===== src/sbc_map.svh =====
`ifndef SBC_MAP_SVH
`define SBC_MAP_SVH
// Clock period in ns at 20 MHz
`define SBC_CLK_PERIOD_NS        50
// Timing figures in ns (least times, rounded up to cycles)
`define SBC_REFRESH_CYCLE_NS     80
`define SBC_PRECHARGE_PERIOD_NS  19
`define SBC_WRITE_RECOVERY_NS    15
`define SBC_ACT_TO_ACCESS_NS     19
`define SBC_SR_EXIT_NS           80
// Mode register delay given in clocks
`define SBC_MODE_REG_DELAY_CK    2
`define SBC_CYC(ns) (((ns) + `SBC_CLK_PERIOD_NS - 1) / `SBC_CLK_PERIOD_NS)
`define SBC_REFRESH_CYCLES       `SBC_CYC(`SBC_REFRESH_CYCLE_NS)
`define SBC_PRECHARGE_CYCLES     `SBC_CYC(`SBC_PRECHARGE_PERIOD_NS)
`define SBC_WRITE_RECOVERY_CYCLES `SBC_CYC(`SBC_WRITE_RECOVERY_NS)
`define SBC_ACT_TO_ACCESS_CYCLES `SBC_CYC(`SBC_ACT_TO_ACCESS_NS)
`define SBC_SR_EXIT_CYCLES       `SBC_CYC(`SBC_SR_EXIT_NS)
// Read latency in clocks
`define SBC_READ_LATENCY         3
// Address bit that selects auto precharge or all banks
`define SBC_AP_BIT               10
`define SBC_NUM_BANKS            4
`define SBC_BUF_DEPTH            2
`endif


===== src/sbc_pkg.sv =====
package sbc_pkg;
   typedef enum logic [3:0] {
      CMD_INHIBIT, CMD_NOP, CMD_ACTIVATE, CMD_READ, CMD_WRITE, CMD_PRECHARGE,
      CMD_REFRESH, CMD_LOAD_MODE, CMD_BURST_STOP, CMD_DEEP_PD, CMD_IGNORED
   } sbc_cmd_t;
   typedef enum logic [3:0] {
      BK_IDLE, BK_ACTIVATING, BK_ACTIVE, BK_READ, BK_WRITE,
      BK_READ_AP, BK_WRITE_AP, BK_RECOVERY, BK_PRECHARGING
   } sbc_bank_state_t;
   typedef enum logic [1:0] {
      GL_NORMAL, GL_REFRESHING, GL_MODE_ACCESS, GL_PRECHARGE_ALL
   } sbc_glob_state_t;
   typedef struct packed {
      logic cs_n;
      logic ras_n;
      logic cas_n;
      logic we_n;
   } sbc_strobes_t;
   typedef struct packed {
      sbc_cmd_t   cmd;
      logic [1:0] bank;
      logic       ap;
   } sbc_event_t;
endpackage


===== src/sbc_bank_rules.sv =====
`timescale 1ns/10ps
`include "sbc_map.svh"
module sbc_bank_rules
(
   input  wire logic         i_ref_clk,     // Memory clock, 20 MHz
   input  wire logic         i_resetn,      // Synchronous reset, active low
   input  wire logic         i_cke,         // Clock enable pin
   input  sbc_pkg::sbc_strobes_t i_strobes, // Chip select and strobes, active low
   input  wire logic [1:0]   i_bank,        // Bank address
   input  wire logic         i_ap,          // Auto precharge / all-banks address bit
   input  wire logic         i_sr_exit,     // Pulse: self refresh exit at this edge
   input  wire logic         i_evt_ready,   // Consumer ready for event words
   output logic              o_evt_valid,   // Event word valid
   output sbc_pkg::sbc_event_t o_evt,       // Accepted command event
   output logic [15:0]       o_bank_state,  // Four 4-bit bank states
   output logic [1:0]        o_glob_state,  // Device-wide busy state
   output logic              o_all_idle,    // Every bank idle, no busy state
   output logic              o_illegal,     // Registered: last command illegal
   output logic [1:0]        o_burst_bank,  // Registered: bank of latest burst
   output logic              o_burst_live,  // Registered: a burst is running
   output logic              o_read_bus_q,  // Registered: read owns data bus
   output logic [1:0]        o_read_bus_bank // Registered: bank owning read bus
);
   localparam int NB = `SBC_NUM_BANKS;
   localparam int CL = `SBC_READ_LATENCY;
   localparam logic [7:0] T_RP  = 8'(`SBC_PRECHARGE_CYCLES);
   localparam logic [7:0] T_WR  = 8'(`SBC_WRITE_RECOVERY_CYCLES);
   localparam logic [7:0] T_RCD = 8'(`SBC_ACT_TO_ACCESS_CYCLES);
   localparam logic [7:0] T_RFC = 8'(`SBC_REFRESH_CYCLES);
   localparam logic [7:0] T_MRD = 8'(`SBC_MODE_REG_DELAY_CK);
   localparam logic [7:0] T_XSR = 8'(`SBC_SR_EXIT_CYCLES);

   // ****************************************
   // Command decode
   // ****************************************
   logic cke_prev_q, cke_prev_d;
   logic [7:0] xsr_cnt_q, xsr_cnt_d;
   sbc_pkg::sbc_cmd_t cmd;
   logic enabled;

   // Table only valid with clock enable high on two edges and exit time met
   always_comb
   begin
      cke_prev_d = i_cke;
      xsr_cnt_d  = xsr_cnt_q;
      if (i_sr_exit)
         xsr_cnt_d = T_XSR;
      else if (xsr_cnt_q != 8'h00)
         xsr_cnt_d = xsr_cnt_q - 8'h01;
      enabled = cke_prev_q && i_cke && (xsr_cnt_q == 8'h00) && !i_sr_exit;
      cmd = sbc_pkg::CMD_IGNORED;
      if (enabled && i_strobes.cs_n)
         cmd = sbc_pkg::CMD_INHIBIT;
      else if (cke_prev_q && !i_cke && !i_strobes.cs_n &&
               {i_strobes.ras_n, i_strobes.cas_n, i_strobes.we_n} == 3'b110)
         cmd = sbc_pkg::CMD_DEEP_PD;
      else if (enabled)
      begin
         case ({i_strobes.ras_n, i_strobes.cas_n, i_strobes.we_n})
            3'b111:  cmd = sbc_pkg::CMD_NOP;
            3'b011:  cmd = sbc_pkg::CMD_ACTIVATE;
            3'b101:  cmd = sbc_pkg::CMD_READ;
            3'b100:  cmd = sbc_pkg::CMD_WRITE;
            3'b010:  cmd = sbc_pkg::CMD_PRECHARGE;
            3'b001:  cmd = sbc_pkg::CMD_REFRESH;
            3'b000:  cmd = sbc_pkg::CMD_LOAD_MODE;
            3'b110:  cmd = sbc_pkg::CMD_BURST_STOP;
            default: cmd = sbc_pkg::CMD_NOP;
         endcase
      end
   end

   // ****************************************
   // Global and per-bank state
   // ****************************************
   sbc_pkg::sbc_glob_state_t glob_q, glob_d;
   logic [7:0] glob_cnt_q, glob_cnt_d;
   sbc_pkg::sbc_bank_state_t bst_q [NB];
   sbc_pkg::sbc_bank_state_t bst_d [NB];
   logic [7:0] bcnt_q [NB];
   logic [7:0] bcnt_d [NB];
   logic [1:0] burst_bank_q, burst_bank_d;
   logic burst_live_q, burst_live_d;
   logic illegal_q, illegal_d;
   logic [NB-1:0] idle_vec, pre_ok_vec;
   logic busy;
   logic is_burst;
   logic accept;

   assign busy     = (glob_q != sbc_pkg::GL_NORMAL);
   assign is_burst = (cmd == sbc_pkg::CMD_READ) || (cmd == sbc_pkg::CMD_WRITE);

   // Per-bank idle and precharge-readiness flags
   genvar gb;
   generate
      for (gb = 0; gb < NB; gb++)
      begin : g_flags
         assign idle_vec[gb]   = (bst_q[gb] == sbc_pkg::BK_IDLE);
         assign pre_ok_vec[gb] = (bst_q[gb] == sbc_pkg::BK_IDLE) || (bst_q[gb] == sbc_pkg::BK_ACTIVE) ||
                                 (bst_q[gb] == sbc_pkg::BK_READ) || (bst_q[gb] == sbc_pkg::BK_WRITE);
      end
   endgenerate

   // Device-wide busy states, legality check
   always_comb
   begin
      glob_d     = glob_q;
      glob_cnt_d = glob_cnt_q;
      illegal_d  = 1'b0;
      accept     = 1'b0;
      if (busy)
      begin
         if (cmd != sbc_pkg::CMD_NOP && cmd != sbc_pkg::CMD_INHIBIT && cmd != sbc_pkg::CMD_IGNORED)
            illegal_d = 1'b1;
         if (glob_cnt_q <= 8'h01)
            glob_d = sbc_pkg::GL_NORMAL;
         else
            glob_cnt_d = glob_cnt_q - 8'h01;
      end
      else
      begin
         case (cmd)
            sbc_pkg::CMD_REFRESH, sbc_pkg::CMD_LOAD_MODE:
            begin
               if (&idle_vec)
               begin
                  accept     = 1'b1;
                  glob_d     = (cmd == sbc_pkg::CMD_REFRESH) ? sbc_pkg::GL_REFRESHING : sbc_pkg::GL_MODE_ACCESS;
                  glob_cnt_d = (cmd == sbc_pkg::CMD_REFRESH) ? T_RFC : T_MRD;
               end
               else
                  illegal_d = 1'b1;
            end
            sbc_pkg::CMD_PRECHARGE:
            begin
               if (i_ap && !(&pre_ok_vec))
                  illegal_d = 1'b1;
               else
               begin
                  accept = 1'b1;
                  if (i_ap)
                  begin
                     glob_d     = sbc_pkg::GL_PRECHARGE_ALL;
                     glob_cnt_d = T_RP;
                  end
               end
            end
            sbc_pkg::CMD_ACTIVATE:
            begin
               accept    = (bst_q[i_bank] == sbc_pkg::BK_IDLE);
               illegal_d = !accept;
            end
            sbc_pkg::CMD_READ, sbc_pkg::CMD_WRITE:
            begin
               accept = (bst_q[i_bank] == sbc_pkg::BK_ACTIVE) || (bst_q[i_bank] == sbc_pkg::BK_READ) ||
                        (bst_q[i_bank] == sbc_pkg::BK_WRITE);
               illegal_d = !accept;
            end
            sbc_pkg::CMD_BURST_STOP:
               accept = burst_live_q;
            default:
               accept = 1'b0;
         endcase
      end
   end

   // Per-bank next state, including concurrent auto precharge
   always_comb
   begin
      burst_bank_d = burst_bank_q;
      burst_live_d = burst_live_q;
      for (int b = 0; b < NB; b++)
      begin
         bst_d[b]  = bst_q[b];
         bcnt_d[b] = (bcnt_q[b] != 8'h00) ? bcnt_q[b] - 8'h01 : 8'h00;
         case (bst_q[b])
            sbc_pkg::BK_ACTIVATING:
               if (bcnt_q[b] <= 8'h01)
                  bst_d[b] = sbc_pkg::BK_ACTIVE;
            sbc_pkg::BK_PRECHARGING, sbc_pkg::BK_READ_AP, sbc_pkg::BK_WRITE_AP:
               if (bcnt_q[b] <= 8'h01 && bst_q[b] == sbc_pkg::BK_PRECHARGING)
                  bst_d[b] = sbc_pkg::BK_IDLE;
            sbc_pkg::BK_RECOVERY:
               if (bcnt_q[b] <= 8'h01)
               begin
                  bst_d[b]  = sbc_pkg::BK_PRECHARGING;
                  bcnt_d[b] = T_RP;
               end
            default:
               bst_d[b] = bst_q[b];
         endcase
      end
      if (glob_q == sbc_pkg::GL_PRECHARGE_ALL && glob_cnt_q <= 8'h01)
         for (int b = 0; b < NB; b++)
            bst_d[b] = sbc_pkg::BK_IDLE;
      if (accept)
      begin
         case (cmd)
            sbc_pkg::CMD_ACTIVATE:
            begin
               bst_d[i_bank]  = sbc_pkg::BK_ACTIVATING;
               bcnt_d[i_bank] = T_RCD;
            end
            sbc_pkg::CMD_PRECHARGE:
               for (int b = 0; b < NB; b++)
                  if ((i_ap || 2'(b) == i_bank) && bst_q[b] != sbc_pkg::BK_IDLE)
                  begin
                     bst_d[b]  = sbc_pkg::BK_PRECHARGING;
                     bcnt_d[b] = T_RP;
                  end
            sbc_pkg::CMD_READ, sbc_pkg::CMD_WRITE:
            begin
               // Interrupted auto-precharge banks start their own precharge, write banks only after write recovery
               for (int b = 0; b < NB; b++)
                  if (2'(b) != i_bank)
                  begin
                     if (bst_q[b] == sbc_pkg::BK_READ_AP)
                     begin
                        bst_d[b]  = sbc_pkg::BK_PRECHARGING;
                        bcnt_d[b] = T_RP;
                     end
                     else if (bst_q[b] == sbc_pkg::BK_WRITE_AP)
                     begin
                        bst_d[b]  = sbc_pkg::BK_RECOVERY;
                        bcnt_d[b] = T_WR;
                     end
                     else if (bst_q[b] == sbc_pkg::BK_READ || bst_q[b] == sbc_pkg::BK_WRITE)
                        bst_d[b] = sbc_pkg::BK_ACTIVE;
                  end
               if (cmd == sbc_pkg::CMD_READ)
                  bst_d[i_bank] = i_ap ? sbc_pkg::BK_READ_AP : sbc_pkg::BK_READ;
               else
                  bst_d[i_bank] = i_ap ? sbc_pkg::BK_WRITE_AP : sbc_pkg::BK_WRITE;
               bcnt_d[i_bank] = 8'h00;
               burst_bank_d   = i_bank;
               burst_live_d   = 1'b1;
            end
            sbc_pkg::CMD_BURST_STOP:
            begin
               burst_live_d = 1'b0;
               if (bst_q[burst_bank_q] == sbc_pkg::BK_READ || bst_q[burst_bank_q] == sbc_pkg::BK_WRITE)
                  bst_d[burst_bank_q] = sbc_pkg::BK_ACTIVE;
            end
            default:
               burst_live_d = burst_live_q;
         endcase
      end
   end

   // ****************************************
   // Read data bus ownership pipeline
   // ****************************************
   logic [CL-1:0] rd_pipe_q, rd_pipe_d;
   logic [2*CL-1:0] rd_bank_pipe_q, rd_bank_pipe_d;

   // Newest read owns the bus two clocks (read latency minus one) after it is registered; a write drops it at once
   always_comb
   begin
      rd_pipe_d      = {rd_pipe_q[CL-2:0], (accept && cmd == sbc_pkg::CMD_READ)};
      rd_bank_pipe_d = {rd_bank_pipe_q[2*CL-3:0], i_bank};
      if (accept && cmd == sbc_pkg::CMD_WRITE)
         rd_pipe_d = '0;
   end

   // ****************************************
   // Two-entry event buffer
   // ****************************************
   sbc_pkg::sbc_event_t buf_q [`SBC_BUF_DEPTH];
   sbc_pkg::sbc_event_t buf_d [`SBC_BUF_DEPTH];
   logic [1:0] cnt_q, cnt_d;
   logic push, pop;

   // A full buffer drops the newest event when two already wait and none leaves in that cycle
   assign pop  = o_evt_valid && i_evt_ready;
   assign push = accept && (cnt_q != 2'h2 || pop);
   always_comb
   begin
      buf_d = buf_q;
      cnt_d = cnt_q;
      if (pop)
      begin
         buf_d[0] = buf_q[1];
         cnt_d    = cnt_d - 2'h1;
      end
      if (push)
      begin
         buf_d[cnt_d[0]] = '{cmd: cmd, bank: i_bank, ap: i_ap};
         cnt_d           = cnt_d + 2'h1;
      end
   end

   // Register all state
   always_ff @(posedge i_ref_clk)
   begin
      if (!i_resetn)
      begin
         cke_prev_q     <= 1'b0;
         xsr_cnt_q      <= 8'h00;
         glob_q         <= sbc_pkg::GL_NORMAL;
         glob_cnt_q     <= 8'h00;
         burst_bank_q   <= 2'h0;
         burst_live_q   <= 1'b0;
         illegal_q      <= 1'b0;
         rd_pipe_q      <= '0;
         rd_bank_pipe_q <= '0;
         cnt_q          <= 2'h0;
         for (int b = 0; b < NB; b++)
         begin
            bst_q[b]  <= sbc_pkg::BK_IDLE;
            bcnt_q[b] <= 8'h00;
         end
         for (int e = 0; e < `SBC_BUF_DEPTH; e++)
            buf_q[e] <= '{cmd: sbc_pkg::CMD_NOP, bank: 2'h0, ap: 1'b0};
      end
      else
      begin
         cke_prev_q     <= cke_prev_d;
         xsr_cnt_q      <= xsr_cnt_d;
         glob_q         <= glob_d;
         glob_cnt_q     <= glob_cnt_d;
         burst_bank_q   <= burst_bank_d;
         burst_live_q   <= burst_live_d;
         illegal_q      <= illegal_d;
         rd_pipe_q      <= rd_pipe_d;
         rd_bank_pipe_q <= rd_bank_pipe_d;
         cnt_q          <= cnt_d;
         bst_q          <= bst_d;
         bcnt_q         <= bcnt_d;
         buf_q          <= buf_d;
      end
   end

   // Outputs
   generate
      for (gb = 0; gb < NB; gb++)
      begin : g_out
         assign o_bank_state[4*gb +: 4] = bst_q[gb];
      end
   endgenerate
   assign o_glob_state    = glob_q;
   assign o_all_idle      = (&idle_vec) && !busy;
   assign o_illegal       = illegal_q;
   assign o_burst_bank    = burst_bank_q;
   assign o_burst_live    = burst_live_q;
   assign o_read_bus_q    = rd_pipe_q[CL-1];
   assign o_read_bus_bank = rd_bank_pipe_q[2*CL-1 -: 2];
   assign o_evt_valid     = (cnt_q != 2'h0);
   assign o_evt           = buf_q[0];
endmodule


===== config.mk =====
export PLATFORM = sky130hd
export DESIGN_NAME = sbc_bank_rules
export DESIGN_NICKNAME = d
export VERILOG_FILES = /design/src/sbc_pkg.sv /design/src/sbc_bank_rules.sv
export VERILOG_INCLUDE_DIRS = /design/src
export SDC_FILE = /design/constraint.sdc
export NUM_CORES = 1
export LEC_CHECK = 0
export ABC_AREA = 1
export CAP_MARGIN = 25
export CORE_ASPECT_RATIO = 0.75
export CORE_MARGIN = 2
export CORE_UTILIZATION = 55
export DETAILED_ROUTE_END_ITERATION = 8
export DONT_BUFFER_PORTS = 1
export PLACE_DENSITY = 0.73
export RECOVER_POWER = 100
export SYNTH_ARGS = -nofsm -noshare
export SYNTH_HDL_FRONTEND = slang
export SYNTH_SLANG_ARGS = --single-unit

===== constraint.sdc =====
create_clock -name i_ref_clk -period 2.7 [get_ports i_ref_clk]
set_input_delay 0.54 -clock i_ref_clk [delete_from_list [all_inputs] [get_ports i_ref_clk]]
set_output_delay 0.54 -clock i_ref_clk [all_outputs]
set_load 0.01 [all_outputs]

==> results of run 1 <==
## where the power goes
part / total (uW) / switching (uW) / internal, uW
clock network: 1210 / 577 / 631
logic: 2380 / 1490 / 897
registers: 1890 / 202 / 1690
total: 5480 / 2270 / 3220
## synthesized netlist by cell type, drive strengths merged
master  count  area share, %
xnor2      10            1.2
nor2      214             12
clkbuf     15           0.79
xor2       20            2.4
nand3      83            5.9
a31oi      11           0.96
inv       177            9.3
a21oi      70            5.1
or2         1          0.087
mux2        1           0.16
a22oi       3           0.31
o211ai     13            1.4
buf        21            1.9
dfxtp      96             27
nand2     277             15
o21ai      83            5.9
o22ai      10           0.87
nor3       27            1.9
o21a        3           0.31
a21boi      3           0.31
nand4      25            2.4
nor4        4           0.56
o21bai      4           0.42
clkinv      1          0.052
a211oi      1           0.10
o31ai       2           0.21
ha         18            3.1
## timing repair
item / CTS / global route
setup endpoints to repair: 44 / 72
buffers inserted: 0 / 14
pin swaps: 1 / 14
gates resized for setup: 3 / 42
hold endpoints to repair: 0 / 0
hold buffers: 0 / 0
## layer usage
layer / track usage (%) / share of wire (%) / wire (um) / vias to the layer above
li1: - / - / - / 3951
met1: 45.4 / 45 / 9840 / 3557
met2: 46.7 / 42 / 9080 / 395
met3: 7.18 / 12 / 2520 / 33
met4: 6.81 / 1.4 / 300 / 0
met5: 0 / 0 / 0 / -
## path summary, 6_finish.rpt
check                            start                      end  slack [ns]  depth (start not counted)
max          xsr_cnt_q[0]$_SDFFE_PP0P_    bcnt_q[24]$_SDFF_PN0_        0.06                         17
min                              i_cke    cke_prev_q$_SDFF_PN0_        0.27                          2
max reg2reg  xsr_cnt_q[0]$_SDFFE_PP0P_    bcnt_q[24]$_SDFF_PN0_        0.06                         17
min reg2reg    rd_pipe_q[0]$_SDFF_PP0_  rd_pipe_q[1]$_SDFF_PP0_        0.41                          2
## per-stage QoR
step | instance area (um2) | total power (uW) | hold slack, ns
floorplan | 7160 | 3750 | 0.390
global placement | 7710 | 4120 | 0.391
detailed placement | 7710 | 4160 | 0.400
CTS | 7990 | 5400 | 0.265
global route | 8230 | 5940 | 0.269
finish | 8230 | 5480 | 0.274
## flip-flops by register name, summed over array words and instances, names as in the netlist, named ones only
register,cells
cke_prev_q,1
bcnt_q,32
o_burst_bank,2
o_bank_state,16
o_illegal,1
cnt_q,2
o_evt,7
rd_pipe_q,3
rd_bank_pipe_q,6
o_burst_live,1
o_glob_state,2
glob_cnt_q,8
xsr_cnt_q,8
## logic make-up (layout without fill, tap and decap cells)
kind of cell / after synthesis / count (layout) / share of synthesized area, %
AO/OA/AOI/OAI: 203 / 203 / 15.8
XOR/XNOR: 30 / 30 / 3.67
adder cells (fa/ha/maj): 18 / 18 / 3.15
buffers and inverters: 214 / 277 / 12.0
flip-flops: 96 / 96 / 26.9
multiplexers: 1 / 1 / 0.157
AND/OR/NAND/NOR: 631 / 631 / 38.4
## cell usage in the layout, fill, tap and decap left out, drive strengths merged, types with 2 or more instances in the layout
master	instances
o21bai	4
nand4	25
clkinv	5
nand3	83
xor2	20
inv	178
o31ai	2
a21boi	3
clkbuf	15
o211ai	13
nor2	214
a31oi	11
o22ai	10
nand2	277
xnor2	10
o21a	3
o21ai	83
a21oi	70
ha	18
dfxtp	96
a22oi	3
nor4	4
nor3	27
buf	78
## cell type report
cell class | instances | area share [%]
clock buffer | 10 | 2.78
clock inverter | 6 | 0.532
inverter | 178 | 8.17
multi-input combinational | 883 | 54.6
sequential | 96 | 23.4
tap | 171 | 2.60
timing repair buffer | 83 | 7.88
## critical path, stage by stage, from the launching register on
cell and delay, ns:
dfxtp_2 0.32, inv_2 0.08, ha_4 0.14, nand2_2 0.06, nor2_4 0.22, nand3_4 0.13
nor2_4 0.18, nand2_4 0.09, nor2_4 0.18, nand2_4 0.09, nand2_4 0.09, nand2_2 0.08
nand2_4 0.11, nand2_8 0.09, nor2_8 0.25, clkinvlp_4 0.23, nor2_2 0.14, nor2_1 0.05
==> qor.csv, run 1 <==
stage,metric,value,unit
timing,fin crit period,2.64,ns
pwr,static leakage,0.00415,uW
global_routing,largest net degree at the start of global routing,51,
place,RePlAce Congestion,1.12,
critical_path,arrival time worst endpoint,2.89,ns
routing,Vias,7936,
finish,Layout Nets,1281,
timing,final hold vios,0,
timing,skew final,0.00509,ns
finish,filler instances,1208,
logic_synthesis,Syn Area/Cell,6.00,um2
routing,average wire per standard cell,15.2,um
timing,Final TNS setup,0,ns
clocking,CTS buffer count,9,
worst_hold_path,Hold Path Class,in2reg,
flow_run,Max Cap Viol,0,
critical_path,CP startpoint kind,register,
routing,DRT Pass-1 Iters,6,
place,post-DP HPWL,16100,um
pwr,VDD IR max,0.000488,V
logic_synthesis,mapped cell area,7160,um2
die,row cnt,36,
routing,DR iter-0 viols,857,
die,die area,13900,um2
finish,Finished Core Util,64.1,%
global_routing,first-pass GRT wire length,34200,um
critical_path,kind of critical path,reg2reg,
logic_synthesis,"Distinct cells, synth",42,
clocking,clock sinks,96,
timing,final setup margin,0.0637,ns
global_routing,gr ovfl total,0,
clocking,CTS tree,yes,
logic_synthesis,Seq cells post-synth,96,
routing,post-route ant nets,0,
clocking,clk slew on worst S/H paths,0.07,ns
logic_synthesis,cell count after synthesis,1193,
place,pre-CTS WS,-0.148,ns
timing,Slew Limit Fails,0,
die,Starting Density,55.7,%
place,PortBufs,0,
logic_synthesis,Synth Warn #,0,
timing,# setup viols final,0,
finish,post-route insts no fill,1427,
critical_path,worst-path maximum fanout,8,
run_status,status,finished clean,
routing,DRC errors left,0,
finish,Sequential Area,1920,um2
clocking,Skew-Pair Late Insertion Delay,0.36,ns
logic_synthesis,syn_nets,1223,
finish,n_diodes,0,
finish,area of the multi-input gates,4500,um2
clocking,Max Buffers Root-to-Sink,2,
routing,WL final,21700,um
place,Inst Count DP,1397,
die,Die H,103,um
die,Die W,136,um
die,CORE AREA,12800,um2
global_routing,Tot GR Track Use,31.1,%
clocking,htree depth,3,
pwr,Pwr Density,667,nW/um2
finish,ratio of cells with drive above 1 in the final layout,12.4,%
timing,max frequency,379,MHz
global_routing,initial antenna violation count,0,
timing,fin crit share,97.6,%
die,Top Ports,46,
global_routing,via count of the first global-routing pass,6892,
clocking,Root Driver,clkbuf_16,
finish,Synth-to-Final Area Change,15.0,%
routing,vias per cell,5.56,
timing,Slew @ Worst Pin,0.754,ns
timing,slew margin rel.,49.7,%
critical_path,WP data required,2.95,ns
critical_path,CP Capture Type,register,
logic_synthesis,sequential area share after synthesis,26.9,%
Power figures use the tool's default switching activity.
==> run 2, diff against run 1 <==
--- a/config.mk
+++ b/config.mk
@@ -10,11 +10,10 @@
 export CAP_MARGIN = 25
 export CORE_ASPECT_RATIO = 0.75
 export CORE_MARGIN = 2
-export CORE_UTILIZATION = 55
+export CORE_UTILIZATION = 38
 export DETAILED_ROUTE_END_ITERATION = 8
 export DONT_BUFFER_PORTS = 1
-export PLACE_DENSITY = 0.73
-export RECOVER_POWER = 100
+export SLEW_MARGIN = 5
 export SYNTH_ARGS = -nofsm -noshare
 export SYNTH_HDL_FRONTEND = slang
 export SYNTH_SLANG_ARGS = --single-unit
==> run 2 against run 1 <==
  * Non-clock buffer count decreased by 9
  * Total power increased by 1.6%
  * Die area increased by 43%
  * Wire length increased by 3.0%
  * Clock-buffer cell count unchanged
  * Critical path depth unchanged
  * Setup slack improved by 0.12 ns
  * Sequential power about the same
  * Register-to-register slack improved by 0.12 ns
  * Largest cell class unchanged
  * Cell count increased by 4.8%
==> qor.csv, run 2 (synthesis results as in run 1) <==
stage,metric,value,unit
critical_path,Worst Setup SP,xsr_cnt_q[0]$_SDFFE_PP0P_,
timing,Min Hold Slack,0.272,ns
global_routing,first-pass GRT wire length,36600,um
critical_path,arrival time worst endpoint,2.76,ns
place,PortBufs,0,
die,Starting Density,38.8,%
critical_path,FF-to-FF path depth,17,
finish,ratio of cells with drive above 1 in the final layout,11.7,%
routing,WL final,22400,um
die,Die W,162,um
clocking,htree depth,3,
pwr,clock group share of total power,24.3,%
finish,Sequential Area,1920,um2
global_routing,gr ovfl total,0,
finish,area of the multi-input gates,4480,um2
pwr,VDD IR max,0.000407,V
critical_path,CP startpoint kind,register,
finish,max FFs per register,32,
clocking,Skew-Pair Late Insertion Delay,0.36,ns
timing,max frequency,397,MHz
finish,filler instances,1960,
die,Top Ports,46,
pwr,Gate power share,41.7,%
critical_path,kind of critical path,reg2reg,
worst_hold_path,Hold Crit Depth,2,
flow_run,Max Cap Viol,0,
timing,skew final,0.0125,ns
global_routing,Most Crowded Layer GR,met1,
timing,Slew @ Worst Pin,0.637,ns
clocking,clk slew on worst S/H paths,0.07,ns
die,row cnt,43,
critical_path,CP Capture Type,register,
routing,post-route ant nets,0,
clocking,Root Driver,clkbuf_16,
finish,Synth-to-Final Area Change,15.5,%
routing,Vias,7615,
pwr,Seq pwr share,34.1,%
timing,fin crit period,2.52,ns
worst_hold_path,hold wc startpoint,i_bank[1],
clocking,Max Buffers Root-to-Sink,2,
critical_path,critical path cell sequence,inv_1 > ha_2 > nand2_2 > nor2_4 > nand4_1 > nand2_2 > nand2_4 > inv_1 > nand2_4 > nand2_4 > nand2_2 > nand2_4 > nand2_8 > buf_4 > nor4_4 > buf_4 > nor2_1,
finish,Top reg by flops,bcnt_q,
die,die area,20000,um2
global_routing,met1 GRT Util,34.2,%
timing,fin crit share,93.3,%
die,Die H,123,um
routing,DR iter-0 viols,652,
global_routing,GR Util met3,5.41,%
timing,Final TNS setup,0,ns
worst_hold_path,Hold Path Class,in2reg,
global_routing,Tot GR Track Use,23.2,%
run_status,status,finished clean,
global_routing,initial antenna violation count,0,
routing,vias per cell,5.09,
worst_hold_path,Hold EP,rd_bank_pipe_q[1]$_SDFF_PN0_,
pwr,sw power,2250,uW
timing,slew margin rel.,57.4,%
finish,most frequent cells in the layout,"263 x nand2_1, 195 x nor2_1, 171 x inv_1",
clocking,CTS tree,yes,
finish,"most common cell after layout, fill and taps aside",nand2_1,
timing,Slew Limit Fails,0,
clocking,CTS buffer count,9,
critical_path,CP max stage cell,dfxtp_1,
pwr,sw frac,40.4,%
routing,DRT Pass-1 Iters,5,
critical_path,"most used cell, CP",nand2_4,
global_routing,GR Layer Usage met2,34.0,%
critical_path,"reg-to-reg slack, setup",0.18,ns
clocking,clock sinks,96,
global_routing,via count of the first global-routing pass,7081,
place,post-DP HPWL,16900,um
pwr,static leakage,0.00414,uW
pwr,Pwr Total,5570,uW
routing,DRC errors left,0,
pwr,Pwr Density,674,nW/um2
critical_path,RR Endpoint,bcnt_q[5]$_SDFF_PN0_,
critical_path,RR Startpoint,xsr_cnt_q[0]$_SDFFE_PP0P_,
critical_path,worst-path maximum fanout,11,
global_routing,largest net degree at the start of global routing,51,
pwr,cell internal pwr,3320,uW
timing,final hold vios,0,
timing,# setup viols final,0,
place,RePlAce Congestion,1.02,
critical_path,WP data required,2.95,ns
finish,n_diodes,0,
die,CORE AREA,18500,um2
timing,RSZ-0062 raised after global routing,true,
critical_path,Worst path max stage delay,0.31,ns
finish,Layout Nets,1273,
routing,average wire per standard cell,15.0,um
-- run 2: cell count changes in the layout (fill, tap and decap cells not counted), moves of 3 or more --
cell and change:
inv_2 -3, clkbuf_1 -6, inv_1 +4, o21ai_1 -3, buf_6 -5, o21ai_0 +3
-- run 2: layout make-up --
cell class | count | area share (%)
clock inverter | 6 | 0.802
sequential | 96 | 23.3
clock buffer | 10 | 2.89
timing repair buffer | 74 | 7.02
tap | 247 | 3.74
inverter | 178 | 8.08
multi-input combinational | 884 | 54.2
-- run 2: timing repair --
item	in CTS	in global routing
gates cloned	0	1
setup buffers	0	3
pin swaps	0	8
gates resized for setup	1	25
endpoints found under the setup margin	7	81
hold endpoints to repair	0	0
hold buffers	0	0
-- run 2: how the worst max path moves through the flow --
stage	end	slack, ns	cells after the start
floorplan	register	0.03	15
global placement	o_evt[0]$_SDFF_PN0_	0.1	17
detailed placement	o_evt[2]$_SDFF_PN0_	-0.004	17
CTS	register	0.004	18
global route	register	-0.07	18
finish	bcnt_q[5]$_SDFF_PN0_	0.18	17
-- run 2: routing by layer --
metal	vias up	wire length (um)
li1	3942	-
met1	3434	11400
met2	219	8990
met3	20	1640
met4	0	343
met5	-	0
-- run 2: power by group through the flow --
stage          Sequential, uW  Clock [uW]  Combinational (uW)
3_5_place_dp             1930           0                2240
3_3_place_gp             1930           0                2240
4_1_cts                  1900        1390                2270
2_1_floorplan            1850           0                1900
6_report                 1900        1350                2320
5_1_grt                  1930        1440                2710
-- run 2: critical path: cells and delay by family (launching register included) --
family        cells  cell delay, ns
simple gates     12            1.29
buf+inv           4            0.61
fa+ha+maj         1            0.18
flops             1            0.31
-- run 2: through the flow --
step                      utilization [%]  cell area, um2  cells  setup slack (ns)
after detailed placement             42.5            7830   1475          -0.00397
after global placement               42.5            7830   1475            0.0962
after global routing                 44.8            8260   1495           -0.0659
after CTS                            44.2            8150   1491           0.00366
final                                44.8            8260   1495             0.181
after floorplan                         -            7160   1193            0.0276
==> run 3, diff against run 2 <==
--- a/config.mk
+++ b/config.mk
@@ -10,9 +10,10 @@
 export CAP_MARGIN = 25
 export CORE_ASPECT_RATIO = 0.75
 export CORE_MARGIN = 2
-export CORE_UTILIZATION = 38
+export CORE_UTILIZATION = 55
 export DETAILED_ROUTE_END_ITERATION = 8
 export DONT_BUFFER_PORTS = 1
+export PLACE_DENSITY = 0.73
 export SLEW_MARGIN = 5
 export SYNTH_ARGS = -nofsm -noshare
 export SYNTH_HDL_FRONTEND = slang
==> run 3 against run 2 <==
  * Cell count decreased by 4.5%
  * Wire length down 3.1%
  * Non-clock buffer count rose by 9
  * Combinational power increased by 3%
  * Clock skew shrank 0.0066 ns
  * Largest power group unchanged
  * Highest routed layer unchanged
==> qor.csv, run 3 (synthesis results as in run 1) <==
stage,metric,value,unit
global_routing,met1 GRT Util,45.4,%
die,Top Ports,46,
clocking,Post-CTS Hold Fix Bufs,0,
pwr,Pwr Total,5490,uW
finish,most frequent cells in the layout,"262 x nand2_1, 193 x nor2_1, 167 x inv_1",
finish,ratio of cells with drive above 1 in the final layout,12.8,%
clocking,CTS tree,yes,
critical_path,CP Capture Type,register,
global_routing,largest net degree at the start of global routing,51,
finish,max FFs per register,32,
timing,# setup viols final,0,
timing,Slew @ Worst Pin,0.775,ns
pwr,cell internal pwr,3230,uW
timing,fin crit share,97.7,%
finish,Sequential Area,1920,um2
pwr,static leakage,0.00417,uW
routing,DRC errors left,0,
timing,Slew Limit Fails,0,
die,Die W,136,um
die,row cnt,36,
global_routing,initial antenna violation count,0,
pwr,VDD IR max,0.000493,V
clocking,CTS buffer count,9,
pwr,clock group share of total power,22.0,%
place,post-DP HPWL,16100,um
global_routing,Tot GR Track Use,31.1,%
critical_path,CP startpoint kind,register,
routing,WL final,21700,um
global_routing,GR Util met3,7.18,%
timing,final hold vios,0,
worst_hold_path,Hold Path Class,in2reg,
routing,DR iter-0 viols,884,
pwr,sw frac,41.3,%
die,Starting Density,55.7,%
pwr,Pwr Density,666,nW/um2
critical_path,arrival time worst endpoint,2.89,ns
routing,Vias,7911,
finish,n_diodes,0,
global_routing,Most Crowded Layer GR,met2,
place,PortBufs,0,
timing,skew final,0.00590,ns
die,die area,13900,um2
clocking,htree depth,3,
routing,average wire per standard cell,15.2,um
run_status,status,finished clean,
global_routing,GR Layer Usage met2,46.7,%
routing,vias per cell,5.54,
finish,filler instances,1198,
pwr,sw power,2270,uW
global_routing,via count of the first global-routing pass,6892,
clocking,Max Buffers Root-to-Sink,2,
finish,"most common cell after layout, fill and taps aside",nand2_1,
critical_path,WP data required,2.95,ns
global_routing,first-pass GRT wire length,34200,um
place,RePlAce Congestion,1.12,
finish,Synth-to-Final Area Change,15.2,%
clocking,clk slew on worst S/H paths,0.07,ns
routing,post-route ant nets,0,
flow_run,Max Cap Viol,0,
die,Die H,103,um
routing,DRT Pass-1 Iters,6,
critical_path,kind of critical path,reg2reg,
finish,area of the multi-input gates,4500,um2
timing,max frequency,379,MHz
pwr,Seq pwr share,34.5,%
timing,fin crit period,2.64,ns
timing,slew margin rel.,48.3,%
clocking,Skew-Pair Late Insertion Delay,0.36,ns
finish,Layout Nets,1281,
clocking,clock sinks,96,
pwr,Gate power share,43.5,%
timing,Min Hold Slack,0.274,ns
die,CORE AREA,12800,um2
clocking,Root Driver,clkbuf_16,
critical_path,worst-path maximum fanout,8,
finish,Top reg by flops,bcnt_q,
global_routing,gr ovfl total,0,
-- run 3: changes by cell type in the layout (fill, tap and decap cells not counted), sizes merged --
cell | previous run | this run
buf | 74 | 83
clkinvlp | 0 | 1
nand4 | 26 | 25
bufinv | 1 | 0
-- run 3: power by group through the flow --
stage          logic [uW]  registers, uW  clock network (uW)
2_1_floorplan        1900           1850                   0
3_5_place_dp         2250           1920                   0
6_report             2390           1890                1210
3_3_place_gp         2210           1910                   0
4_1_cts              2270           1890                1240
5_1_grt              2730           1920                1290
-- run 3: worst max-delay path, cell delays in order, from the launching register on --
cell	delay (ns)
dfxtp_2	0.33
inv_2	0.08
ha_4	0.14
nand2_2	0.06
nor2_4	0.22
nand3_4	0.13
nor2_4	0.18
nand2_4	0.09
nor2_4	0.18
nand2_4	0.09
nand2_4	0.09
nand2_2	0.08
nand2_4	0.11
nand2_8	0.09
nor2_8	0.25
clkinvlp_4	0.23
nor2_2	0.14
nor2_1	0.05
-- run 3: worst paths after layout --
path / depth (start not counted) / to / slack, ns / startpoint
worst max-delay path: 17 / bcnt_q[24]$_SDFF_PN0_ / 0.06 / xsr_cnt_q[0]$_SDFFE_PP0P_
worst min-delay path: 2 / cke_prev_q$_SDFF_PN0_ / 0.27 / i_cke
worst max register to register: 17 / bcnt_q[24]$_SDFF_PN0_ / 0.06 / xsr_cnt_q[0]$_SDFFE_PP0P_
worst min register to register: 2 / rd_pipe_q[1]$_SDFF_PP0_ / 0.41 / rd_pipe_q[0]$_SDFF_PP0_
-- run 3: layout make-up --
type | count | area share (%)
clock inverters | 6 | 0.531
well taps | 171 | 2.59
flip-flops and latches | 96 | 23.3
inverters | 178 | 8.15
multi-input cells | 883 | 54.5
clock buffers | 10 | 2.78
repair buffers | 83 | 8.09
-- run 3: per-stage QoR --
stage	setup TNS [ns]	utilization [%]	setup slack [ns]	cell area (um2)	std cells
finish	0	64.2	0.0610	8250	1427
global route	-1.08	64.2	-0.0841	8250	1427
CTS	0	62.3	0.0189	7990	1413
detailed placement	-2.11	60.1	-0.148	7710	1397
global placement	-0.0329	60.1	-0.0329	7710	1397
floorplan	0	-	0.0276	7160	1193
-- run 3: metal layers --
layer | vias to the layer above | share of wire (%)
met1 | 3562 | 46
met3 | 43 | 11
met4 | 0 | 1.6
met5 | - | 0
li1 | 3944 | -
met2 | 362 | 41
-- run 3: what timing repair did --
action | CTS | global route
endpoints found under the hold margin | 0 | 0
buffers inserted | 0 | 14
setup endpoints to repair | 44 | 72
gates resized for setup | 3 | 42
pin swaps | 1 | 14
